[config.mk]
export PLATFORM = sky130hd
export DESIGN_NAME = ext_bus_ctrl
export DESIGN_NICKNAME = d
export VERILOG_FILES = /design/src/rtl/ext_bus_pkg.sv /design/src/rtl/ext_space_decode.sv /design/src/rtl/ext_bus_ctrl.sv
export VERILOG_INCLUDE_DIRS = /design/src /design/src/rtl
export SDC_FILE = /design/constraint.sdc
export NUM_CORES = 1
export LEC_CHECK = 0
export BUFFER_PORTS_ARGS = -buffer_cell sky130_fd_sc_hd__buf_2
export CAP_MARGIN = 5
export CORE_ASPECT_RATIO = 2
export CORE_MARGIN = 1.5
export CORE_UTILIZATION = 29
export DETAILED_ROUTE_END_ITERATION = 10
export GPL_TIMING_DRIVEN = 0
export SETUP_SLACK_MARGIN = 0.3
export SYNTH_ARGS = -nofsm -noshare
export SYNTH_HDL_FRONTEND = slang
export SYNTH_SLANG_ARGS = --single-unit
[constraint.sdc]
create_clock -name clk -period 2.6 [get_ports clk]
set_input_delay 0.13 -clock clk [delete_from_list [all_inputs] [get_ports clk]]
set_output_delay 0.13 -clock clk [all_outputs]
set_load 0.03 [all_outputs]
[src/rtl/ext_bus_map.svh]
// Constants for the external basic bus interface.
`ifndef EXT_BUS_MAP_SVH
`define EXT_BUS_MAP_SVH
`define AREA_WIDTH_RESET      4'h0
`define AREA_STATE_RESET      4'hF
`define AREA_WAIT_RESET       8'hFF
`define PIN_WAIT_RESET        1'b0
`define AREA_FIELD_LSB        21
`define NORMAL_SPACE_BITS     16
`define ADDR_BITS             24
`define CS_DDR_ROMDIS_RESET   4'h1
`define CS_DDR_ROMEN_RESET    4'h0
`define ROM_BASE              24'h000000
`define RAM_BASE              24'hFFB000
`define IO_BASE               24'hFFFE00
`endif

[src/rtl/ext_bus_pkg.sv]
// Types for the external basic bus interface.
package ext_bus_pkg;
  typedef enum logic [1:0] {SIZE_BYTE, SIZE_WORD, SIZE_LONG} xfer_size_t;
  typedef enum {ST_IDLE, ST_T1, ST_T2, ST_TW, ST_T3} bus_state_t;
endpackage : ext_bus_pkg

[src/rtl/ext_space_decode.sv]
// Address decoder that marks external space and selects the area.
`timescale 1ns/1ps
`default_nettype none
`include "ext_bus_map.svh"
module ext_space_decode #(
  parameter int ROM_SIZE = 24'h020000,
  parameter int RAM_SIZE = 24'h004000
) (
  input  wire logic [23:0] addr,
  input  wire logic        normal_mode,
  input  wire logic        rom_enable,
  input  wire logic        internal_ram_enable,
  output logic             is_external,
  output logic [1:0]       area
);
  logic in_rom;
  logic in_ram;
  logic in_io;
  logic [23:0] eff;
  always_comb begin
    eff = normal_mode ? {8'hFF * {7'h00, addr[15]}, addr[15:0]} : addr;
    if (normal_mode && !addr[15]) begin
      eff = {8'h00, addr[15:0]};
    end
    in_rom = rom_enable && (eff < 24'(ROM_SIZE));
    in_ram = internal_ram_enable && (eff >= `RAM_BASE) && (eff < 24'(`RAM_BASE + RAM_SIZE));
    in_io  = eff >= `IO_BASE;
    is_external = !(in_rom || in_ram || in_io);
    area = normal_mode ? 2'h0 : eff[22:21];
    if (!normal_mode && eff[23]) begin
      area = 2'h3;
    end
  end
endmodule : ext_space_decode
`default_nettype wire

[src/rtl/ext_bus_ctrl.sv]
// Basic external bus interface: decode, alignment, strobes and waits.
`timescale 1ns/1ps
`default_nettype none
`include "ext_bus_map.svh"
module ext_bus_ctrl (
  input  wire logic                    clk,
  input  wire logic                    rstn,
  input  wire logic                    manual_rstn,
  input  wire logic                    normal_mode,
  input  wire logic                    rom_enable,
  input  wire logic                    internal_ram_enable,
  input  wire logic                    cfg_we,
  input  wire logic [3:0]              area_width_in,
  input  wire logic [3:0]              area_state_in,
  input  wire logic [7:0]              area_wait_in,
  input  wire logic                    pin_wait_enable_in,
  input  wire logic                    ddr_we,
  input  wire logic [3:0]              ddr_in,
  input  wire logic                    req_valid,
  output logic                         req_ready,
  input  wire logic [23:0]             req_addr,
  input  wire logic                    req_write,
  input  wire ext_bus_pkg::xfer_size_t req_size,
  input  wire logic [31:0]             req_wdata,
  output logic                         resp_valid,
  output logic                         resp_external,
  output logic [31:0]                  resp_rdata,
  output logic [23:0]                  ext_addr,
  output logic [15:0]                  data_out,
  output logic [1:0]                   data_oe,
  input  wire logic [15:0]             data_in,
  output logic                         read_strobe_n,
  output logic                         upper_write_strobe_n,
  output logic                         lower_write_strobe_n,
  output logic [3:0]                   area_select_n,
  output logic [3:0]                   area_select_oe,
  input  wire logic                    wait_n,
  output logic [3:0]                   area_width,
  output logic [3:0]                   area_state,
  output logic [7:0]                   area_wait,
  output logic                         pin_wait_enable
);
  import ext_bus_pkg::*;

  bus_state_t state;
  bus_state_t next_state;
  logic [3:0]  next_area_width;
  logic [3:0]  next_area_state;
  logic [7:0]  next_area_wait;
  logic        next_pin_wait_enable;
  logic [3:0]  cs_ddr;
  logic [3:0]  next_cs_ddr;
  logic [23:0] cur_addr;
  logic [23:0] next_cur_addr;
  logic        cur_write;
  logic        next_cur_write;
  logic [31:0] wbuf;
  logic [31:0] next_wbuf;
  logic [31:0] rbuf;
  logic [31:0] next_rbuf;
  logic [2:0]  left;
  logic [2:0]  next_left;
  logic [1:0]  cur_area;
  logic [1:0]  next_cur_area;
  logic [1:0]  wcnt;
  logic [1:0]  next_wcnt;
  logic        ext;
  logic [1:0]  dec_area;
  logic        is8;
  logic        is3;
  logic        unit_word;
  logic        cur_byte;
  logic        next_cur_byte;
  logic        next_resp_valid;
  logic        next_resp_ext;

  ext_space_decode u_dec (
    .addr                (req_addr),
    .normal_mode         (normal_mode),
    .rom_enable          (rom_enable),
    .internal_ram_enable (internal_ram_enable),
    .is_external         (ext),
    .area                (dec_area)
  );

  function automatic logic [2:0] units(input logic w8, input xfer_size_t s);
    case (s)
      SIZE_BYTE: units = 3'd1;
      SIZE_WORD: units = w8 ? 3'd2 : 3'd1;
      default:   units = w8 ? 3'd4 : 3'd2;
    endcase
  endfunction : units

  assign is8 = area_width[cur_area];
  assign is3 = area_state[cur_area];
  // A byte request in a 16-bit area stays on one lane, even at an even address.
  assign unit_word = !is8 && !cur_byte && (left != 3'd0);
  assign req_ready = (state == ST_IDLE) && (left == 3'd0);

  always_comb begin
    next_area_width      = area_width;
    next_area_state      = area_state;
    next_area_wait       = area_wait;
    next_pin_wait_enable = pin_wait_enable;
    next_cs_ddr          = cs_ddr;
    if (cfg_we) begin
      next_area_width      = area_width_in;
      next_area_state      = area_state_in;
      next_area_wait       = area_wait_in;
      next_pin_wait_enable = pin_wait_enable_in;
    end
    if (ddr_we) begin
      next_cs_ddr = ddr_in;
    end
  end

  always_ff @(posedge clk) begin
    if (!rstn) begin
      area_width      <= `AREA_WIDTH_RESET;
      area_state      <= `AREA_STATE_RESET;
      area_wait       <= `AREA_WAIT_RESET;
      pin_wait_enable <= `PIN_WAIT_RESET;
      cs_ddr          <= rom_enable ? `CS_DDR_ROMEN_RESET : `CS_DDR_ROMDIS_RESET;
    end else begin
      area_width      <= next_area_width;
      area_state      <= next_area_state;
      area_wait       <= next_area_wait;
      pin_wait_enable <= next_pin_wait_enable;
      cs_ddr          <= next_cs_ddr;
    end
  end

  logic ddr_init;
  always_ff @(posedge clk) begin
    if (!rstn) begin
      ddr_init <= 1'b1;
    end else begin
      ddr_init <= 1'b0;
    end
  end

  logic [3:0] ddr_eff;
  assign ddr_eff = ddr_init ? (rom_enable ? `CS_DDR_ROMEN_RESET : `CS_DDR_ROMDIS_RESET)
                            : cs_ddr;

  always_comb begin
    next_state      = state;
    next_cur_addr   = cur_addr;
    next_cur_write  = cur_write;
    next_cur_byte   = cur_byte;
    next_wbuf       = wbuf;
    next_rbuf       = rbuf;
    next_left       = left;
    next_cur_area   = cur_area;
    next_wcnt       = wcnt;
    next_resp_valid = 1'b0;
    next_resp_ext   = resp_external;
    case (state)
      ST_IDLE: begin
        if (left != 3'd0) begin
          next_state = ST_T1;
        end else if (req_valid) begin
          next_cur_addr  = req_addr;
          next_cur_write = req_write;
          next_cur_byte  = (req_size == SIZE_BYTE);
          next_wbuf      = req_wdata;
          next_rbuf      = 32'h0000_0000;
          next_cur_area  = dec_area;
          next_resp_ext  = ext;
          if (ext) begin
            next_left  = units(area_width[dec_area], req_size);
            next_state = ST_T1;
          end else begin
            next_resp_valid = 1'b1;
          end
        end
      end
      ST_T1: begin
        next_state = ST_T2;
        next_wcnt  = area_wait[cur_area*2 +: 2];
      end
      ST_T2, ST_TW: begin
        if (!is3) begin
          next_state = ST_IDLE;
        end else if (wcnt != 2'd0) begin
          next_wcnt  = wcnt - 2'd1;
          next_state = ST_TW;
        end else if (pin_wait_enable && !wait_n) begin
          next_state = ST_TW;
        end else begin
          next_state = ST_T3;
        end
      end
      ST_T3: begin
        next_state = ST_IDLE;
      end
      default: begin
        next_state = ST_IDLE;
      end
    endcase
    if ((state == ST_T3) || ((state == ST_T2) && !is3)) begin
      if (is8) begin
        next_rbuf = {rbuf[23:0], data_in[15:8]};
        next_wbuf = {wbuf[23:0], 8'h00};
        next_cur_addr = cur_addr + 24'd1;
      end else if (unit_word) begin
        next_rbuf = {rbuf[15:0], data_in};
        next_wbuf = {wbuf[15:0], 16'h0000};
        next_cur_addr = cur_addr + 24'd2;
      end else begin
        next_rbuf = {rbuf[23:0], cur_addr[0] ? data_in[7:0] : data_in[15:8]};
      end
      next_left = left - 3'd1;
      if (left == 3'd1) begin
        next_resp_valid = 1'b1;
      end
    end
  end

  always_ff @(posedge clk) begin
    if (!rstn || !manual_rstn) begin
      state         <= ST_IDLE;
      cur_addr      <= 24'h000000;
      cur_write     <= 1'b0;
      cur_byte      <= 1'b0;
      wbuf          <= 32'h0000_0000;
      rbuf          <= 32'h0000_0000;
      left          <= 3'd0;
      cur_area      <= 2'd0;
      wcnt          <= 2'd0;
      resp_valid    <= 1'b0;
      resp_external <= 1'b0;
    end else begin
      state         <= next_state;
      cur_addr      <= next_cur_addr;
      cur_write     <= next_cur_write;
      cur_byte      <= next_cur_byte;
      wbuf          <= next_wbuf;
      rbuf          <= next_rbuf;
      left          <= next_left;
      cur_area      <= next_cur_area;
      wcnt          <= next_wcnt;
      resp_valid    <= next_resp_valid;
      resp_external <= next_resp_ext;
    end
  end

  logic active;
  logic up_lane;
  logic lo_lane;
  assign active  = (state != ST_IDLE);
  assign up_lane = is8 || unit_word || !cur_addr[0];
  assign lo_lane = !is8 && (unit_word || cur_addr[0]);
  assign resp_rdata = rbuf;
  assign ext_addr   = cur_addr;

  always_comb begin
    area_select_n        = 4'hF;
    if (active) begin
      area_select_n[cur_area] = 1'b0;
    end
    area_select_oe       = ddr_eff;
    read_strobe_n        = !(active && !cur_write && state != ST_T1);
    upper_write_strobe_n = !(active && cur_write && state != ST_T1 && up_lane);
    lower_write_strobe_n = !(active && cur_write && state != ST_T1 && lo_lane);
    data_out             = is8 ? {wbuf[31:24], 8'h00}
                         : (unit_word ? wbuf[31:16] : {wbuf[31:24], wbuf[31:24]});
    data_oe              = {active && cur_write && up_lane,
                            active && cur_write && lo_lane};
  end

  AST_LWR_8BIT: assert property (@(posedge clk) disable iff (!rstn)
    (active && is8) |-> lower_write_strobe_n) else $error("lower strobe in 8-bit area");
  AST_TWO_STATE: assert property (@(posedge clk) disable iff (!rstn)
    (state == ST_T2 && !is3) |=> state == ST_IDLE) else $error("2-state extended");
  AST_NO_TW_2ST: assert property (@(posedge clk) disable iff (!rstn)
    (state == ST_TW) |-> is3) else $error("wait in 2-state area");
  AST_PROG_WAIT: assert property (@(posedge clk) disable iff (!rstn)
    (state == ST_T2 && is3 && wcnt != 2'd0) |=> state == ST_TW) else $error("wait missed");
  AST_PIN_WAIT: assert property (@(posedge clk) disable iff (!rstn)
    (state == ST_TW && wcnt == 2'd0 && pin_wait_enable && !wait_n) |=> state == ST_TW)
    else $error("pin wait ignored");
  AST_PIN_OFF: assert property (@(posedge clk) disable iff (!rstn)
    (state == ST_T2 && is3 && wcnt == 2'd0 && !pin_wait_enable) |=> state == ST_T3)
    else $error("pin wait while disabled");
  AST_ONE_CS: assert property (@(posedge clk) disable iff (!rstn)
    $countones(~area_select_n) <= 1) else $error("two selects low");
  AST_NORMAL_CS: assert property (@(posedge clk) disable iff (!rstn)
    normal_mode |-> area_select_n[3:1] == 3'h7) else $error("select in normal mode");
  AST_READ_FLOAT: assert property (@(posedge clk) disable iff (!rstn)
    !cur_write |-> data_oe == 2'b00) else $error("drive during read");
  AST_CFG_RESET: assert property (@(posedge clk)
    !rstn |=> area_state == 4'hF && area_wait == 8'hFF && !pin_wait_enable)
    else $error("bad power-on config");
  AST_MANUAL_KEEP: assert property (@(posedge clk) disable iff (!rstn)
    (!manual_rstn && !cfg_we) |=> $stable(area_wait)) else $error("manual reset lost");

  COV_READ3: cover property (@(posedge clk) disable iff (!rstn) state == ST_T3 && !cur_write);
  COV_WRITE2: cover property (@(posedge clk) disable iff (!rstn)
    state == ST_T2 && !is3 && cur_write);
  COV_PINWAIT: cover property (@(posedge clk) disable iff (!rstn)
    state == ST_TW && wcnt == 2'd0 && !wait_n);
endmodule : ext_bus_ctrl
`default_nettype wire

# Word-level counts from Yosys, hierarchy flattened
# Index checks and enable logic that the tools add are counted.
dict set report totals {
  reg_bits 153
  in_bits 106
  out_inout_bits 105
  word_cells 167
}
dict set report classes {
  add_sub_neg 4
  mul 1
  n_lt_le_gt_ge 7
  n_eq_ne 15
  n_shift 1
  muxes 63
  bitwise 2
  n_reduce_logical 57
}
# cell count
set ops {}
lappend ops {{$mux 32} 15}
lappend ops {{$mux 24} 8}
lappend ops {{$pmux 32 s3} 1}
lappend ops {{$eq 32x2->1 const B} 2}
lappend ops {{$logic_not 32->1} 2}
lappend ops {{$ge 24x24->1 const B} 2}
lappend ops {{$eq 32x1->1 const B} 1}
lappend ops {{$eq 32x3->1 const B} 1}
lappend ops {{$eq 32x4->1 const B} 1}
lappend ops {{$ne 32x2->1 const B} 1}
lappend ops {{$reduce_bool 32->1} 1}
lappend ops {{$mux 3} 9}
lappend ops {{$add 24x1->24 const B} 1}
lappend ops {{$add 24x2->24 const B} 1}
lappend ops {{$lt 24x18->1 const B} 1}
lappend ops {{$lt 24x24->1 const B} 1}
lappend ops {{$mux 8} 3}
lappend ops {{$logic_and 1x1->1} 20}
lappend ops {{$mux 4} 4}
lappend ops {{$logic_not 1->1} 14}
lappend ops {{$mux 1} 12}
lappend ops {{$mux 2} 5}
lappend ops {{$reduce_and 3->1} 3}
lappend ops {{$reduce_bool 2->1} 4}
lappend ops {{24 further kinds} 37}

# Logic depth before layout (Yosys ltp)
dict set report depth {
  depth_word 14
  mapped_depth 11
}

# By module
# From an unflattened synthesis, not the netlist that was laid out.
dict set report unflattened {
  hier_cells 840
  area_unflattened_um2 6844.1
}
# module instances cells_per_inst area_each_um2 seq_area_each_um2
set by_module_without_submodules {}
lappend by_module_without_submodules {ext_bus_ctrl 1 821 6736.5 2522.4}
lappend by_module_without_submodules {ext_space_decode 1 19 107.6 0.0}

# Worst setup path before layout
# Ideal clock, no wire load.
dict set report synth_timing {
  path_type {flip-flop to flip-flop}
  start {reg cur_area[1]}
  end {reg rbuf[28], in the netlist resp_rdata[28]}
  setup_time_ps 91
  arrival_ps 2309
  t_required_ps 2509
  path_slack_ps 200
  stages_incl_launch_ff 8
  n_path_buf 3
  synth_period_minus_slack_ps 2400
  cell_sequence {dfxtp_1 clkbuf_1 mux4_2 o22ai_1 clkbuf_1 clkbuf_1 a21oi_1 a311oi_1}
}
dict set report synth_between {
  elab_chain_len 8
  word_cells_on_any_way 17
  cone_classes {eq/ne (1); mux (7); reduce/logical (9)}
}
# element line
set synth_lines {}
lappend synth_lines {{from (decl)} ext_bus_ctrl.sv:63} ;# logic [1:0] cur_area;
lappend synth_lines {{from (signal assigned)} ext_bus_ctrl.sv:241} ;# cur_area <= next_cur_area;
lappend synth_lines {{$bmux 1 s2} ext_bus_ctrl.sv:94} ;# assign is8 = area_width[cur_area];
lappend synth_lines {{$mux 1 (implied by the code)} ext_bus_ctrl.sv:94}
lappend synth_lines {{$logic_not 1->1} ext_bus_ctrl.sv:97} ;# assign unit_word = !is8 && !cur_byte && (left != 3'd0);
lappend synth_lines {{$logic_and 1x1->1 (2 in series)} ext_bus_ctrl.sv:97}
lappend synth_lines {{$mux 32} ext_bus_ctrl.sv:206} ;# end else if (unit_word) begin
lappend synth_lines {{$mux 32} ext_bus_ctrl.sv:202} ;# if (is8) begin
lappend synth_lines {{$mux 32} ext_bus_ctrl.sv:201} ;# if ((state == ST_T3) || ((state == ST_T2) && !is3)) begin
lappend synth_lines {{to (signal assigned)} ext_bus_ctrl.sv:239} ;# rbuf <= next_rbuf;
lappend synth_lines {{to (decl)} ext_bus_ctrl.sv:59} ;# logic [31:0] rbuf;
# Several ways; a longest one is shown, not always the timed one. The select of a mux whose other input is x is not followed.
# A chain may end at the register's enable or synchronous reset.

# Worst setup path in the final report
dict set report layout_timing {
  start {reg cur_area[0]}
  end {reg cur_addr[15], in the netlist ext_addr[15]}
}
dict set report layout_between {
  elab_chain_len 8
  word_cells_on_any_way 13
  cone_classes {mux (7); reduce/logical (6)}
}
# element line
set layout_lines {}
lappend layout_lines {{$bmux 1 s2} ext_bus_ctrl.sv:94}
lappend layout_lines {{$mux 1 (implied by the code)} ext_bus_ctrl.sv:94}
lappend layout_lines {{$logic_not 1->1} ext_bus_ctrl.sv:97}
lappend layout_lines {{$logic_and 1x1->1 (2 in series)} ext_bus_ctrl.sv:97}
lappend layout_lines {{$mux 24} ext_bus_ctrl.sv:206}
lappend layout_lines {{$mux 24} ext_bus_ctrl.sv:202}
lappend layout_lines {{$mux 24 *} ext_bus_ctrl.sv:201}
lappend layout_lines {{to (signal assigned)} ext_bus_ctrl.sv:235} ;# cur_addr <= next_cur_addr;
lappend layout_lines {{to (decl)} ext_bus_ctrl.sv:53} ;# logic [23:0] cur_addr;
# Mark *: on every way between the ends. The rest lies on a longest branch, timed or not. The select of a mux whose other input is x is not followed.

==> flow_metrics.env <==
export IMPL_dp_hpwl_mm=21.46
export IMPL_track_usage_pct=23.66
export IMPL_die_h_um=216.5
export IMPL_cts_buffer_depth=2
export IMPL_hold_depth=3
export IMPL_ff2ff_path_depth=11
export IMPL_r2r_start="cur_area[0]"
export IMPL_min_period_over_period_pct=91.00
export IMPL_h_tree_depth=4
export IMPL_status="complete, but fails checks"
export IMPL_yosys_cell_types_count=61
export IMPL_synth_nets=974
export IMPL_synth_seq_cells=124
export IMPL_crit_path_max_fanout=10
export IMPL_numCtsBuffers=17
export IMPL_final_seq_area_um2=2529
export IMPL_worst_hold_slack_ns=-0.003558
export IMPL_fmax_mhz=422.7
export IMPL_ys_seq_area_share_pct=38.15
export IMPL_ant_nets=0
export IMPL_period_needed_ns=2.366
export IMPL_grt_pass1_vias=7624
export IMPL_peakVddDrop_mv=0.4316
export IMPL_place_gp_congestion=0.9343
export IMPL_multi_input_area_um2=4040
export IMPL_post_dp_cell_area_um2=8016
export IMPL_power_w=0.005556
export IMPL_synthCells=862
export IMPL_nFillCells=2295
export IMPL_power_density_nw_per_um2=557.3
export IMPL_grt_overflow=0
export IMPL_start_util_pct=29.33
export IMPL_cts_num_sinks=124
export IMPL_synth_area_leader_cell="dfxtp_1"
export IMPL_rsz0062_at_grt="yes"
export IMPL_fp_dieW_um=109.8
export IMPL_fin_nets=1287
export IMPL_async_flop_share_pct=0
export IMPL_cts_tree="done"
export IMPL_grt_antenna_before_repair=0
export IMPL_cp_end_kind="flip-flop"
export IMPL_wl_mm=28.38
export IMPL_leakage_nw=4.053
export IMPL_syn_area_per_cell_um2=7.670
export IMPL_finalClockSkew_ns=0.01176
export IMPL_route_detailed_drc=0
export IMPL_setup_violations=0
export IMPL_yosys_top_cells_area="dfxtp_1 36%, nand2_1 11%, a21oi_1 8.6%, mux2i_1 7.4%, o21ai_0 3.6%"
export IMPL_maxSlewHeadroom_pct=47.98
export IMPL_cp_data_arrival_time_ns=2.72
export IMPL_failed_checks="hold timing"
export IMPL_area_growth_pct=50.79
export IMPL_max_cap_violations=0
export IMPL_synth_flop_cell="dfxtp_1"
export IMPL_synthesis_area_um2=6611
export IMPL_hold_viol_final=1
export IMPL_num_vias=7778
export IMPL_port_buffers=209
export IMPL_worstSkewPairLatency_ns=0.43
export IMPL_io_pins=211
export IMPL_grt_max_degree=17
export IMPL_diodes=0
export IMPL_synth_edf_count=4
export IMPL_required_ns=2.95
export IMPL_cts_root_buf="clkbuf_16"
export IMPL_hp_start="req_wdata[11]"
export IMPL_avgRoutedWirePerCell_um=19.34
export IMPL_design_area_um2=9970
export IMPL_drive_above_1_share_pct=32.58
export IMPL_clkSlewWorstSetupHoldPaths_ns=0.06
export IMPL_dieArea_um2=23770
export IMPL_dp_cells=1351
export IMPL_row_count=78
export IMPL_via_per_inst=5.298
export IMPL_finalNonFillerCells=1468
export IMPL_core_area_um2=22540
export IMPL_drt_pass1_iter_count=5
export IMPL_fin_setup_tns_ns=0
export IMPL_worst_pin_slew_ns=0.7803
export IMPL_grt_pass1_wl_mm=41.85
export IMPL_cp_start_kind="flip-flop"
export IMPL_hold_path_class="in2reg"
export IMPL_critPathLaunch="cur_area[0]"
export IMPL_regToRegSetupSlack_ns=0.23
export IMPL_yosys_warnings=0
export IMPL_path_class="reg2reg"
export IMPL_drv_slew=0
export IMPL_first_iter_violations=430
export IMPL_synth_top_area_share_pct=36.34
## stage by stage
stage	util [%]	worst slack (ns)	hold WS, ns
floorplan	-	0.3113	0.2386
global placement	35.56	-0.6299	0.3498
detailed placement	35.56	-0.6504	0.3526
CTS	43.05	0.1935	0.0006777
global route	44.22	0.1695	0.01037
finish	44.22	0.2340	-0.003558
## layer usage
metal  GRT usage (%)  up-vias  part of all wire [%]  wire length, um
met4           15.93        0                   6.3             1781
met3           4.150      104                   4.8             1367
li1                -     3732                     -                -
met1           22.98     3633                    35             9852
met2           43.73      309                    54            15380
met5               0        -                     0                0
## flip-flops by register name, indices dropped and copies added (netlist names), 2 cells and up
| name | flops |
|---|---|
| resp_rdata | 32 |
| wcnt | 2 |
| area_state | 4 |
| state | 3 |
| cs_ddr | 4 |
| cur_area | 2 |
| area_wait | 8 |
| left | 3 |
| area_width | 4 |
| wbuf | 32 |
| ext_addr | 24 |
## path summary, 6_finish.rpt
path | to
min reg2reg | resp_external
max reg2reg | ext_addr[15]
min | wbuf[11]
max | ext_addr[15]
## logic make-up (layout without fill, tap and decap cells)
logic type,count (synthesis),in the layout,share of synthesized area [%]
and+or+nand+nor,338,338,22.52
muxes,54,54,8.952
adders and majority gates,6,6,1.135
DFF,124,124,38.15
buffers and inverters,83,409,5.356
xor gates and xnor gates,2,2,0.2650
AOI/OAI and AO/OA,255,255,23.62
## cell usage in the layout, fill, tap and decap left out, types with 7 or more instances in the layout
cell           count
buf_2            201
dlygate4sd3_1     47
a31oi_1           12
a211oi_1           9
nand2_1          191
o21ai_0           41
clkbuf_4           7
buf_4             44
buf_6             19
clkbuf_16         18
clkbuf_1          25
o22ai_1            9
mux2i_1           49
dfxtp_1          115
a311oi_1          23
nand3_1           21
nor2_1            47
and2_1             9
inv_1             11
a21oi_1          104
clkbuf_2          10
nand4_1           10
## final cells by class
class | instances | area share (%)
Multi-Input combinational cell | 655 | 40.52
Timing Repair Buffer | 294 | 19.06
Sequential cell | 124 | 25.36
Clock inverter | 13 | 1.406
Tap cell | 280 | 3.514
Inverter | 12 | 0.4518
Clock buffer | 19 | 4.443
Buffer | 71 | 5.233
## worst max-delay path, cell delays in order (launching register included)
cell and delay [ns]:
dfxtp_2 0.32, buf_6 0.09, mux4_2 0.58, buf_6 0.17
nor3_4 0.15, buf_4 0.14, buf_4 0.10, o21ai_4 0.08
clkbuf_8 0.20, nor4_2 0.26, a21oi_1 0.07, a21oi_1 0.12
## report_power, final
part	internal (W)	switching [W]
combinational	0.000452	0.000670
clock	0.00144	0.000944
sequential	0.00198	0.0000721
total	0.00387	0.00169
## synthesized netlist by cell type (5+ instances only)
| cell | number |
|---|---|
| a211oi_1 | 10 |
| a21oi_1 | 113 |
| a311oi_1 | 24 |
| a31oi_1 | 12 |
| and2_1 | 9 |
| buf_4 | 8 |
| clkbuf_1 | 54 |
| dfxtp_1 | 120 |
| ha_1 | 6 |
| inv_1 | 12 |
| mux2i_1 | 49 |
| nand2_1 | 192 |
| nand2b_1 | 6 |
| nand3_1 | 23 |
| nand4_1 | 10 |
| nor2_1 | 53 |
| nor3_1 | 11 |
| nor4_1 | 5 |
| o21ai_0 | 47 |
| o22ai_1 | 10 |
| or3_1 | 6 |
## repair_timing
action	CTS	global route
pin swaps	12	19
hold buffers	47	0
buffers inserted	32	6
resized for setup	114	75
endpoints found under the hold margin	47	0
setup endpoints to repair	108	91
No activity file was read; power rests on OpenSTA's default activity.
